**config.mk**
```make
export PLATFORM = sky130hd
export DESIGN_NAME = cff_top
export DESIGN_NICKNAME = d
export VERILOG_FILES = /design/src/pkg/cff_pkg.sv /design/src/design/cff_axil.sv /design/src/design/cff_top.sv
export SDC_FILE = /design/constraint.sdc
export NUM_CORES = 1
export LEC_CHECK = 0
export BUFFER_PORTS_ARGS = -buffer_cell sky130_fd_sc_hd__buf_2
export CAP_MARGIN = 20
export CORE_UTILIZATION = 43
export CTS_BUF_LIST = sky130_fd_sc_hd__clkbuf_2 sky130_fd_sc_hd__clkbuf_4 sky130_fd_sc_hd__clkbuf_8
export DETAILED_ROUTE_END_ITERATION = 8
export GPL_TIMING_DRIVEN = 0
export PLACE_DENSITY = 0.65
export SLEW_MARGIN = 10
export SYNTH_ARGS = -nofsm -noshare
export SYNTH_HDL_FRONTEND = slang
export SYNTH_HIERARCHICAL = 1
export SYNTH_SLANG_ARGS = --single-unit
```
**constraint.sdc**
```tcl
create_clock -name aclk -period 3.1 [get_ports aclk]
set_input_delay 0.155 -clock aclk [delete_from_list [all_inputs] [get_ports aclk]]
set_output_delay 0.155 -clock aclk [all_outputs]
set_load 0.02 [all_outputs]
```
**src/pkg/cff_pkg.sv**
```systemverilog
// ==========================================================
// Shared constants and types
package cff_pkg;

   localparam int unsigned AW = 12;
   localparam int unsigned NFIFO = 32;
   localparam int unsigned NFILT = 2;

   // Register byte addresses
   localparam logic [AW-1:0] OFS_FILT = 12'h000;
   localparam logic [AW-1:0] OFS_EVT = 12'h004;
   localparam logic [AW-1:0] OFS_MASK = 12'h008;
   localparam logic [AW-1:0] OFS_DIR = 12'h00C;
   localparam logic [AW-1:0] OFS_FIFO_BASE = 12'h080;
   localparam logic [AW-1:0] OFS_FIFO_END = 12'h100;
   localparam int unsigned IDX_LSB = 2;
   localparam int unsigned IDX_MSB = 6;

   // Filter byte layout
   localparam int unsigned FB_EN = 7;
   localparam int unsigned FILT_BYTE = 8;

   // FIFO event register layout
   localparam int unsigned B_TX_SPACE_F = 10;
   localparam int unsigned B_TX_HALF_F = 9;
   localparam int unsigned B_TX_DRAIN_F = 8;
   localparam int unsigned B_RX_OVR_F = 3;
   localparam int unsigned B_RX_PACK_F = 2;
   localparam int unsigned B_RX_HALF_F = 1;
   localparam int unsigned B_RX_PEND_F = 0;
   localparam int unsigned B_TX_SPACE_IE = 26;
   localparam int unsigned B_TX_DRAIN_IE = 24;
   localparam int unsigned B_RX_OVR_IE = 19;
   localparam int unsigned B_RX_PACK_IE = 18;
   localparam int unsigned B_RX_PEND_IE = 16;
   localparam int unsigned IE_SHIFT = 16;
   localparam logic [31:0] IE_MASK = 32'h070F_0000;
   localparam logic [31:0] FLAG_MASK = 32'h0000_070F;

   localparam logic [1:0] RESP_OKAY = 2'h0;
   localparam logic [1:0] RESP_SLVERR = 2'h2;

   typedef struct packed {
      logic filter_enable_bit;
      logic [1:0] mask_pick;
      logic [4:0] dest_fifo;
   } cff_filt_t;

   typedef struct packed {
      logic [NFIFO-1:0] full;
      logic [NFIFO-1:0] half;
      logic [NFIFO-1:0] empty;
      logic [NFIFO-1:0] arrive;
   } cff_fifo_stat_t;

endpackage

```
**src/design/cff_axil.sv**
```systemverilog
`timescale 1ns/100ps
// ==========================================================
// AXI4-Lite slave front end, one write and one read at a time
module cff_axil
   import cff_pkg::*;
(
   input wire logic aclk,
   input wire logic aresetn,
   input wire logic s_axi_awvalid,
   output logic s_axi_awready,
   input wire logic [AW-1:0] s_axi_awaddr,
   input wire logic s_axi_wvalid,
   output logic s_axi_wready,
   input wire logic [31:0] s_axi_wdata,
   input wire logic [3:0] s_axi_wstrb,
   output logic s_axi_bvalid,
   input wire logic s_axi_bready,
   output logic [1:0] s_axi_bresp,
   input wire logic s_axi_arvalid,
   output logic s_axi_arready,
   input wire logic [AW-1:0] s_axi_araddr,
   output logic s_axi_rvalid,
   input wire logic s_axi_rready,
   output logic [31:0] s_axi_rdata,
   output logic [1:0] s_axi_rresp,
   output logic wr_pulse,
   output logic [AW-1:0] wr_addr,
   output logic [31:0] wr_data,
   output logic [3:0] wr_strb,
   input wire logic wr_err,
   output logic rd_pulse,
   output logic [AW-1:0] rd_addr,
   input wire logic [31:0] rd_data,
   input wire logic rd_err
);

   logic aw_full_r, aw_full_nxt, w_full_r, w_full_nxt;
   logic bvalid_r, bvalid_nxt, rvalid_r, rvalid_nxt;
   logic [1:0] bresp_r, bresp_nxt, rresp_r, rresp_nxt;
   logic [AW-1:0] awaddr_r, awaddr_nxt;
   logic [31:0] wdata_r, wdata_nxt, rdata_r, rdata_nxt;
   logic [3:0] wstrb_r, wstrb_nxt;

   assign s_axi_awready = !aw_full_r;
   assign s_axi_wready = !w_full_r;
   assign s_axi_bvalid = bvalid_r;
   assign s_axi_bresp = bresp_r;
   assign s_axi_arready = !rvalid_r;
   assign s_axi_rvalid = rvalid_r;
   assign s_axi_rdata = rdata_r;
   assign s_axi_rresp = rresp_r;

   assign wr_pulse = aw_full_r && w_full_r && !bvalid_r;
   assign wr_addr = awaddr_r;
   assign wr_data = wdata_r;
   assign wr_strb = wstrb_r;
   assign rd_pulse = s_axi_arvalid && !rvalid_r;
   assign rd_addr = s_axi_araddr;

   always_comb begin
      aw_full_nxt = aw_full_r;
      w_full_nxt = w_full_r;
      awaddr_nxt = awaddr_r;
      wdata_nxt = wdata_r;
      wstrb_nxt = wstrb_r;
      bvalid_nxt = bvalid_r;
      bresp_nxt = bresp_r;
      if (s_axi_awvalid && !aw_full_r) begin
         aw_full_nxt = 1'b1;
         awaddr_nxt = s_axi_awaddr;
      end
      if (s_axi_wvalid && !w_full_r) begin
         w_full_nxt = 1'b1;
         wdata_nxt = s_axi_wdata;
         wstrb_nxt = s_axi_wstrb;
      end
      if (bvalid_r && s_axi_bready) begin
         bvalid_nxt = 1'b0;
      end
      if (wr_pulse) begin
         aw_full_nxt = 1'b0;
         w_full_nxt = 1'b0;
         bvalid_nxt = 1'b1;
         bresp_nxt = wr_err ? RESP_SLVERR : RESP_OKAY;
      end
      rvalid_nxt = rvalid_r;
      rdata_nxt = rdata_r;
      rresp_nxt = rresp_r;
      if (rvalid_r && s_axi_rready) begin
         rvalid_nxt = 1'b0;
      end
      if (rd_pulse) begin
         rvalid_nxt = 1'b1;
         rdata_nxt = rd_data;
         rresp_nxt = rd_err ? RESP_SLVERR : RESP_OKAY;
      end
   end

   always_ff @(posedge aclk) begin
      if (!aresetn) begin
         aw_full_r <= 1'b0;
         w_full_r <= 1'b0;
         awaddr_r <= '0;
         wdata_r <= '0;
         wstrb_r <= '0;
         bvalid_r <= 1'b0;
         bresp_r <= RESP_OKAY;
         rvalid_r <= 1'b0;
         rdata_r <= '0;
         rresp_r <= RESP_OKAY;
      end else begin
         aw_full_r <= aw_full_nxt;
         w_full_r <= w_full_nxt;
         awaddr_r <= awaddr_nxt;
         wdata_r <= wdata_nxt;
         wstrb_r <= wstrb_nxt;
         bvalid_r <= bvalid_nxt;
         bresp_r <= bresp_nxt;
         rvalid_r <= rvalid_nxt;
         rdata_r <= rdata_nxt;
         rresp_r <= rresp_nxt;
      end
   end

endmodule

```
**src/design/cff_top.sv**
```systemverilog
`timescale 1ns/100ps
// ==========================================================
// Functional notes
// Each filter has an enable bit; filter a's sits at bit 7.
// A two-bit mask pick chooses acceptance mask zero to three.
// A five-bit field names the FIFO that takes matching messages.
// Mask pick and FIFO fields change only while the filter is off.
// Filter b uses bits 15, 14-13 and 12-8; filter a the low byte.
// Transmit enables: space at 26, half at 25, drained at 24.
// Receive enables 19..16: overrun, packed, half, pending.
// In transmit mode bit 10 reads one while the FIFO has room.
// In receive mode bit 10 always reads zero.
// Fill-state flags are read-only and follow the FIFO live.
// Unassigned bits of the FIFO register read zero, ignore writes.
// Overrun is set on arrival at a full FIFO, cleared by writing 0; the code sets it in receive mode only.
// A FIFO requests an interrupt when a flag and its enable meet.
module cff_top
   import cff_pkg::*;
(
   input wire logic aclk,
   input wire logic aresetn,
   input wire logic s_axi_awvalid,
   output logic s_axi_awready,
   input wire logic [AW-1:0] s_axi_awaddr,
   input wire logic s_axi_wvalid,
   output logic s_axi_wready,
   input wire logic [31:0] s_axi_wdata,
   input wire logic [3:0] s_axi_wstrb,
   output logic s_axi_bvalid,
   input wire logic s_axi_bready,
   output logic [1:0] s_axi_bresp,
   input wire logic s_axi_arvalid,
   output logic s_axi_arready,
   input wire logic [AW-1:0] s_axi_araddr,
   output logic s_axi_rvalid,
   input wire logic s_axi_rready,
   output logic [31:0] s_axi_rdata,
   output logic [1:0] s_axi_rresp,
   input wire cff_fifo_stat_t fifo_stat,
   output cff_filt_t filter_a_cfg,
   output cff_filt_t filter_b_cfg,
   output logic [NFIFO-1:0] fifo_direction_transmit,
   output logic [NFIFO-1:0] fifo_irq,
   output logic irq
);

   // ==========================================================
   // Decode helpers
   function automatic logic fifo_hit(input logic [AW-1:0] a);
      return (a >= OFS_FIFO_BASE) && (a < OFS_FIFO_END);
   endfunction

   function automatic logic [31:0] lane_mask(input logic [3:0] s);
      logic [31:0] m;
      m = '0;
      for (int b = 0; b < 4; b++) begin
         m[8*b +: 8] = {8{s[b]}};
      end
      return m;
   endfunction

   // ==========================================================
   // Bus front end
   logic wr_pulse, wr_err, rd_pulse, rd_err;
   logic [AW-1:0] wr_addr, rd_addr;
   logic [31:0] wr_data, rd_data;
   logic [3:0] wr_strb;
   logic [IDX_MSB-IDX_LSB:0] wr_idx, rd_idx;

   assign wr_idx = wr_addr[IDX_MSB:IDX_LSB];
   assign rd_idx = rd_addr[IDX_MSB:IDX_LSB];

   cff_axil u_axil (
      .aclk(aclk),
      .aresetn(aresetn),
      .s_axi_awvalid(s_axi_awvalid),
      .s_axi_awready(s_axi_awready),
      .s_axi_awaddr(s_axi_awaddr),
      .s_axi_wvalid(s_axi_wvalid),
      .s_axi_wready(s_axi_wready),
      .s_axi_wdata(s_axi_wdata),
      .s_axi_wstrb(s_axi_wstrb),
      .s_axi_bvalid(s_axi_bvalid),
      .s_axi_bready(s_axi_bready),
      .s_axi_bresp(s_axi_bresp),
      .s_axi_arvalid(s_axi_arvalid),
      .s_axi_arready(s_axi_arready),
      .s_axi_araddr(s_axi_araddr),
      .s_axi_rvalid(s_axi_rvalid),
      .s_axi_rready(s_axi_rready),
      .s_axi_rdata(s_axi_rdata),
      .s_axi_rresp(s_axi_rresp),
      .wr_pulse(wr_pulse),
      .wr_addr(wr_addr),
      .wr_data(wr_data),
      .wr_strb(wr_strb),
      .wr_err(wr_err),
      .rd_pulse(rd_pulse),
      .rd_addr(rd_addr),
      .rd_data(rd_data),
      .rd_err(rd_err)
   );

   // ==========================================================
   // Register state
   cff_filt_t filt_r [NFILT];
   cff_filt_t filt_nxt [NFILT];
   logic [31:0] en_r [NFIFO];
   logic [31:0] en_nxt [NFIFO];
   logic [31:0] flags [NFIFO];
   logic [NFIFO-1:0] dir_r, dir_nxt, mask_r, mask_nxt;
   logic [NFIFO-1:0] evt_r, evt_nxt, evt_clr;
   logic [NFIFO-1:0] ovf_r, ovf_nxt, ovf_set, ovf_clr;
   logic [31:0] lm;

   assign filter_a_cfg = filt_r[0];
   assign filter_b_cfg = filt_r[1];
   assign fifo_direction_transmit = dir_r;
   assign irq = |(evt_r & mask_r);

   // ==========================================================
   // Live flags and per-FIFO requests
   for (genvar n = 0; n < NFIFO; n++) begin : g_fifo
      logic tx;
      assign tx = dir_r[n];
      always_comb begin
         flags[n] = '0;
         flags[n][B_TX_SPACE_F] = tx && !fifo_stat.full[n];
         flags[n][B_TX_HALF_F] = tx && fifo_stat.half[n];
         flags[n][B_TX_DRAIN_F] = tx && fifo_stat.empty[n];
         flags[n][B_RX_OVR_F] = ovf_r[n];
         flags[n][B_RX_PACK_F] = !tx && fifo_stat.full[n];
         flags[n][B_RX_HALF_F] = !tx && fifo_stat.half[n];
         flags[n][B_RX_PEND_F] = !tx && !fifo_stat.empty[n];
      end
      assign ovf_set[n] = !tx && fifo_stat.arrive[n]
         && fifo_stat.full[n];
      assign fifo_irq[n] = |((en_r[n] >> IE_SHIFT) & flags[n]);
   end

   // ==========================================================
   // Register writes
   always_comb begin
      lm = lane_mask(wr_strb);
      filt_nxt = filt_r;
      en_nxt = en_r;
      dir_nxt = dir_r;
      mask_nxt = mask_r;
      evt_clr = '0;
      ovf_clr = '0;
      wr_err = 1'b0;
      if (wr_pulse) begin
         if (wr_addr == OFS_FILT) begin
            for (int i = 0; i < NFILT; i++) begin
               if (wr_strb[i]) begin
                  filt_nxt[i].filter_enable_bit =
                     wr_data[FILT_BYTE*i+FB_EN];
                  if (!filt_r[i].filter_enable_bit) begin
                     filt_nxt[i] =
                        cff_filt_t'(wr_data[FILT_BYTE*i +: FILT_BYTE]);
                  end
               end
            end
         end else if (wr_addr == OFS_EVT) begin
            evt_clr = wr_data & lm;
         end else if (wr_addr == OFS_MASK) begin
            mask_nxt = (mask_r & ~lm) | (wr_data & lm);
         end else if (wr_addr == OFS_DIR) begin
            dir_nxt = (dir_r & ~lm) | (wr_data & lm);
         end else if (fifo_hit(wr_addr)) begin
            en_nxt[wr_idx] = (en_r[wr_idx] & ~(lm & IE_MASK))
               | (wr_data & lm & IE_MASK);
            if (wr_strb[0] && !wr_data[B_RX_OVR_F]) begin
               ovf_clr[wr_idx] = 1'b1;
            end
         end else begin
            wr_err = 1'b1;
         end
      end
      // Hardware set beats software clear
      ovf_nxt = ovf_set | (ovf_r & ~ovf_clr);
      evt_nxt = fifo_irq | (evt_r & ~evt_clr);
   end

   always_ff @(posedge aclk) begin
      if (!aresetn) begin
         for (int i = 0; i < NFILT; i++) begin
            filt_r[i] <= '0;
         end
         for (int n = 0; n < NFIFO; n++) begin
            en_r[n] <= '0;
         end
         dir_r <= '0;
         mask_r <= '0;
         evt_r <= '0;
         ovf_r <= '0;
      end else begin
         filt_r <= filt_nxt;
         en_r <= en_nxt;
         dir_r <= dir_nxt;
         mask_r <= mask_nxt;
         evt_r <= evt_nxt;
         ovf_r <= ovf_nxt;
      end
   end

   // ==========================================================
   // Register reads
   always_comb begin
      rd_data = '0;
      rd_err = 1'b0;
      if (rd_addr == OFS_FILT) begin
         rd_data[2*FILT_BYTE-1:0] = {filt_r[1], filt_r[0]};
      end else if (rd_addr == OFS_EVT) begin
         rd_data = evt_r;
      end else if (rd_addr == OFS_MASK) begin
         rd_data = mask_r;
      end else if (rd_addr == OFS_DIR) begin
         rd_data = dir_r;
      end else if (fifo_hit(rd_addr)) begin
         rd_data = (en_r[rd_idx] & IE_MASK)
            | (flags[rd_idx] & FLAG_MASK);
      end else begin
         rd_err = 1'b1;
      end
   end

   // ==========================================================
   // Checks
   logic filt_wr0, filt_wr1, fifo0_wr, fifo0_rd, fifo1_rd;
   assign filt_wr0 = wr_pulse && wr_addr == OFS_FILT && wr_strb[0];
   assign filt_wr1 = wr_pulse && wr_addr == OFS_FILT && wr_strb[1];
   assign fifo0_wr = wr_pulse && wr_addr == OFS_FIFO_BASE;
   assign fifo0_rd = rd_pulse && rd_addr == OFS_FIFO_BASE;
   assign fifo1_rd = rd_pulse && fifo_hit(rd_addr) && rd_idx == 5'h01;

   filt_en_a: assert property (@(posedge aclk) disable iff (!aresetn)
      filt_wr0 |=> filter_a_cfg.filter_enable_bit == $past(wr_data[FB_EN]))
      else $error("filter a enable not written");

   mask_pick_a: assert property (@(posedge aclk) disable iff (!aresetn)
      filt_wr1 && !filter_b_cfg.filter_enable_bit
      |=> filter_b_cfg.mask_pick == $past(wr_data[14:13]))
      else $error("filter b mask pick not written");

   dest_fifo_a: assert property (@(posedge aclk) disable iff (!aresetn)
      filt_wr0 && !filter_a_cfg.filter_enable_bit
      |=> filter_a_cfg.dest_fifo == $past(wr_data[4:0]))
      else $error("filter a destination not written");

   filt_lock_a: assert property (@(posedge aclk) disable iff (!aresetn)
      filt_wr0 && filter_a_cfg.filter_enable_bit
      |=> $stable(filter_a_cfg.mask_pick) && $stable(filter_a_cfg.dest_fifo))
      else $error("locked filter fields changed");

   filt_b_pos_a: assert property (@(posedge aclk) disable iff (!aresetn)
      filt_wr1 && !filter_b_cfg.filter_enable_bit
      |=> filter_b_cfg == $past(wr_data[15:8]))
      else $error("filter b byte misplaced");

   tx_enable_a: assert property (@(posedge aclk) disable iff (!aresetn)
      fifo0_wr && wr_strb[3]
      |=> en_r[0][B_TX_SPACE_IE:B_TX_DRAIN_IE] == $past(wr_data[26:24]))
      else $error("transmit enables not written");

   rx_enable_a: assert property (@(posedge aclk) disable iff (!aresetn)
      fifo0_wr && wr_strb[2]
      |=> en_r[0][B_RX_OVR_IE:B_RX_PEND_IE] == $past(wr_data[19:16]))
      else $error("receive enables not written");

   tx_space_a: assert property (@(posedge aclk) disable iff (!aresetn)
      fifo0_rd && dir_r[0]
      |=> s_axi_rvalid && s_axi_rdata[10] == !$past(fifo_stat.full[0]))
      else $error("transmit space flag wrong");

   rx_no_space_a: assert property (@(posedge aclk) disable iff (!aresetn)
      fifo0_rd && !dir_r[0] |=> !s_axi_rdata[10])
      else $error("space flag set in receive mode");

   live_full_a: assert property (@(posedge aclk) disable iff (!aresetn)
      fifo1_rd && !dir_r[1]
      |=> s_axi_rdata[B_RX_PACK_F] == $past(fifo_stat.full[1])
         && s_axi_rdata[B_RX_PEND_F] == !$past(fifo_stat.empty[1]))
      else $error("receive fill flags not live");

   reserved_a: assert property (@(posedge aclk) disable iff (!aresetn)
      fifo0_rd |=> (s_axi_rdata & ~(IE_MASK | FLAG_MASK)) == 32'h0)
      else $error("reserved bits read non-zero");

   ovf_set_a: assert property (@(posedge aclk) disable iff (!aresetn)
      !dir_r[1] && fifo_stat.arrive[1] && fifo_stat.full[1]
      |=> ovf_r[1] ##1 (ovf_r[1] || $past(ovf_clr[1])))
      else $error("overrun flag not held");

   ovf_req_a: assert property (@(posedge aclk) disable iff (!aresetn)
      ovf_r[1] && en_r[1][B_RX_OVR_IE] |-> fifo_irq[1] ##1 evt_r[1])
      else $error("overrun request missing");

endmodule

```
==> impl_metrics.json <==
{
  "yosysUniqueCellTypes": 91,
  "critPathMaxStageDelay_ps": 960,
  "synthSimpleGateAreaFrac_pct": 18.86,
  "cp_slowest_cell": "clkbuf_1",
  "required_ps": 3760,
  "holdCritPathClass": "input port to flip-flop",
  "status": "finished, violations left",
  "synth.ff_latch_count": 454,
  "finalSetupViolCount": 39,
  "hold_violations": 0,
  "switching_power_uw": 4205,
  "drv_cap": 0,
  "layout_setup_ws_ps": -263.5,
  "synth_xor_area_share_pct": 0,
  "synth-async-reset-ratio_pct": 0,
  "cts-root-buf": "clkbuf_8",
  "synth-compound-area-share_pct": 23.90,
  "violations": "design-rule violations, negative setup slack",
  "arrival_ps": 4020,
  "core_area_mm2": 0.05891,
  "grt_pass1_vias": 27140,
  "clk_pin_slew_ps": 60,
  "synth_cells": 2931,
  "dp_hpwl_um": 128800,
  "drv_slew": 0,
  "synthTopCellsByCount": "dfxtp_1 (454), nand2_1 (305), o21ai_0 (299)",
  "hold_slack_ps": 121.1,
  "startpoint_type": "input port",
  "power_frac_clock_pct": 43.4,
  "port-buffer-count": 302,
  "drt_iter0_drc": 4674,
  "die_area_mm2": 0.06057,
  "syn_to_final_growth_pct": 23.25,
  "final_layout_size_suffix_gt1_share_pct": 23.05,
  "synth_flop_cell": "dfxtp_1",
  "layout.cells.non_filler": 4306,
  "grt_first_pass_wirelength_um": 220600,
  "die_y_um": 246.1,
  "crit_fanout": 10,
  "drcViolationCount": 9,
  "fp-row-count": 89,
  "internal_power_uw": 9956,
  "synth_top_family_by_area": "compound AO/OA/AOI/OAI gates",
  "finalCritPeriodShare_pct": 108.5,
  "yosysTopAreaCell": "dfxtp_1",
  "grt_overflow_total": 0,
  "leakagePower_uw": 0.01169,
  "numCtsBuffers": 79,
  "cp-end-kind": "flip-flop",
  "rsz0062_at_grt": "yes",
  "wl_um": 165600,
  "avgSynthCellArea_um2": 8.742,
  "cpLargestDelayFamily": "buffers and inverters",
  "synth_area_leaders": "dfxtp_1 (35%), mux4_2 (8.4%), o21ai_0 (5.8%)",
  "yosysSeqAreaShare_pct": 35.47,
  "place_congestion": 1.139,
  "synth.area.mux_share_pct": 14.74,
  "boundaryPins": 317,
  "relSlewSlack_pct": 13.43,
  "clkSinkCount": 454,
  "htreeDepth": 3,
  "p_total_uw": 14160,
  "tritoncts": "yes",
  "grt.total_usage_pct": 53.45,
  "cp_common_cell": "clkbuf_1",
  "dr.pass1.iters": 9,
  "insertion_delay_ps": 760,
  "initial_core_util_pct": 43.50,
  "fin_nets": 3654,
  "wire_per_inst_um": 38.45,
  "grt_max_degree": 13,
  "dp.cells": 4011,
  "pwr-share-comb_pct": 14.1,
  "cts_buffer_depth": 3,
  "antenna_left": 0,
  "yosys.area_share.adder_pct": 0,
  "fmax_mhz": 297.3,
  "antenna_found_initial": 18,
  "die_width_um": 246.1,
  "dp_slack_ps": -891.6,
  "viasPerCell": 6.868,
  "netSwitchingFraction_pct": 29.69,
  "skew_ps": 40.52,
  "ys_warn_count": 6,
  "netlist_area_mm2": 0.02562,
  "synth_edf_count": 0,
  "peakVddDrop_uv": 393.9,
  "routed-via-count": 29570,
  "criticalPathCategory": "input port to flip-flop",
  "yosysMostFrequentCell": "dfxtp_1",
  "p_per_area_mw_per_mm2": 448.4,
  "fin_crit_ps": 3364,
  "synth_top_area_share_pct": 35.47,
  "worst_slew_pin_slew_ps": 1299,
  "crit_buf_inv": 4,
  "crit_chain": "buf_4 > clkbuf_1 > clkbuf_1 > clkbuf_1 > mux2i_1 > a211oi_1 > a21oi_1 > a21oi_1 > nand2_1 > a21boi_1",
  "seq_power_share_pct": 42.5
}
==> cells by family (layout without fill, tap and decap cells) <==
family	after synthesis	count (layout)
simple gates	972	972
other cells	1	12
flops	454	454
buf+inv	361	952
mux	247	247
compound gates	896	896
==> cells in the final DEF, fill, tap and decap left out, types with 27 or more instances in the layout <==
cell type        n
a21boi_1        59
a21oi_1         87
nor2_1         104
inv_1           85
buf_4           44
clkbuf_4        31
clkbuf_8       102
buf_2          364
a22oi_1         54
o21a_1          27
o21ai_0        298
a221o_1         31
mux4_2          95
nand2_1        304
a222oi_1        36
mux2i_1        128
a21boi_0        80
dlygate4sd3_1  125
dfxtp_1        454
nor3_1          28
nor2b_1        100
o21ai_2         30
nand3_1        293
clkbuf_1       121
==> per-layer routing <==
layer	global-route usage (%)	part of all wire, %	vias up
met5	0	0.057	-
li1	-	-	11940
met3	21.25	14	792
met4	42.33	9.9	16
met1	63.95	36	14160
met2	75.62	40	2670
==> worst paths after layout <==
| check | start | endpoint | slack (ps) | cells after the start |
|---|---|---|---|---|
| setup reg to reg | u_axil/wr_addr[6] | en_r[306] | -90 | 7 |
| setup / recovery | s_axi_araddr[5] | u_axil/s_axi_rdata[26] | -260 | 10 |
| hold / removal | aresetn | u_axil/w_full_r | 120 | 4 |
| hold reg to reg | u_axil/s_axi_rdata[23] | u_axil/s_axi_rdata[23] | 460 | 2 |
==> stage by stage <==
step           TNS [ps]  utilization (%)  instance area [µm²]
5_1_grt          -14.06            53.57                31560
6_report          -1639            53.61                31580
2_1_floorplan         0                -                25630
4_1_cts               0            53.36                31440
3_5_place_dp     -78990            47.82                28170
3_3_place_gp    -135650            47.71                28100
==> layout make-up <==
class / instances / area [µm²]
Antenna cell: 10 / 25.02
Buffer: 271 / 1525
Clock buffer: 130 / 1614
Clock inverter: 15 / 148.9
Fill cell: 5677 / 27330
Inverter: 88 / 344.1
Multi-Input combinational cell: 2117 / 14850
Sequential cell: 454 / 9089
Tap cell: 773 / 967.2
Timing Repair Buffer: 448 / 3015
==> power by group through the flow <==
stage | logic, µW | registers, µW | clock network (µW)
floorplan | 840 | 6090 | 0
global placement | 1700 | 6130 | 0
detailed placement | 1690 | 6130 | 0
CTS | 1860 | 6010 | 6100
global route | 1980 | 6020 | 6390
finish | 2000 | 6020 | 6140
==> worst min-delay path, delay by kind of cell <==
kind                   cells  cell delay (ps)
buffers and inverters      2              500
AOI/OAI and AO/OA          1              100
and+or+nand+nor            1               40
==> timing repair <==
action	4_1_cts	5_1_grt
hold endpoints to repair	88	0
endpoints found under the setup margin	261	141
hold buffers	125	0
pin swaps	6	2
resized for setup	26	27
setup buffers	13	1
(Power assumes the default switching activity.)
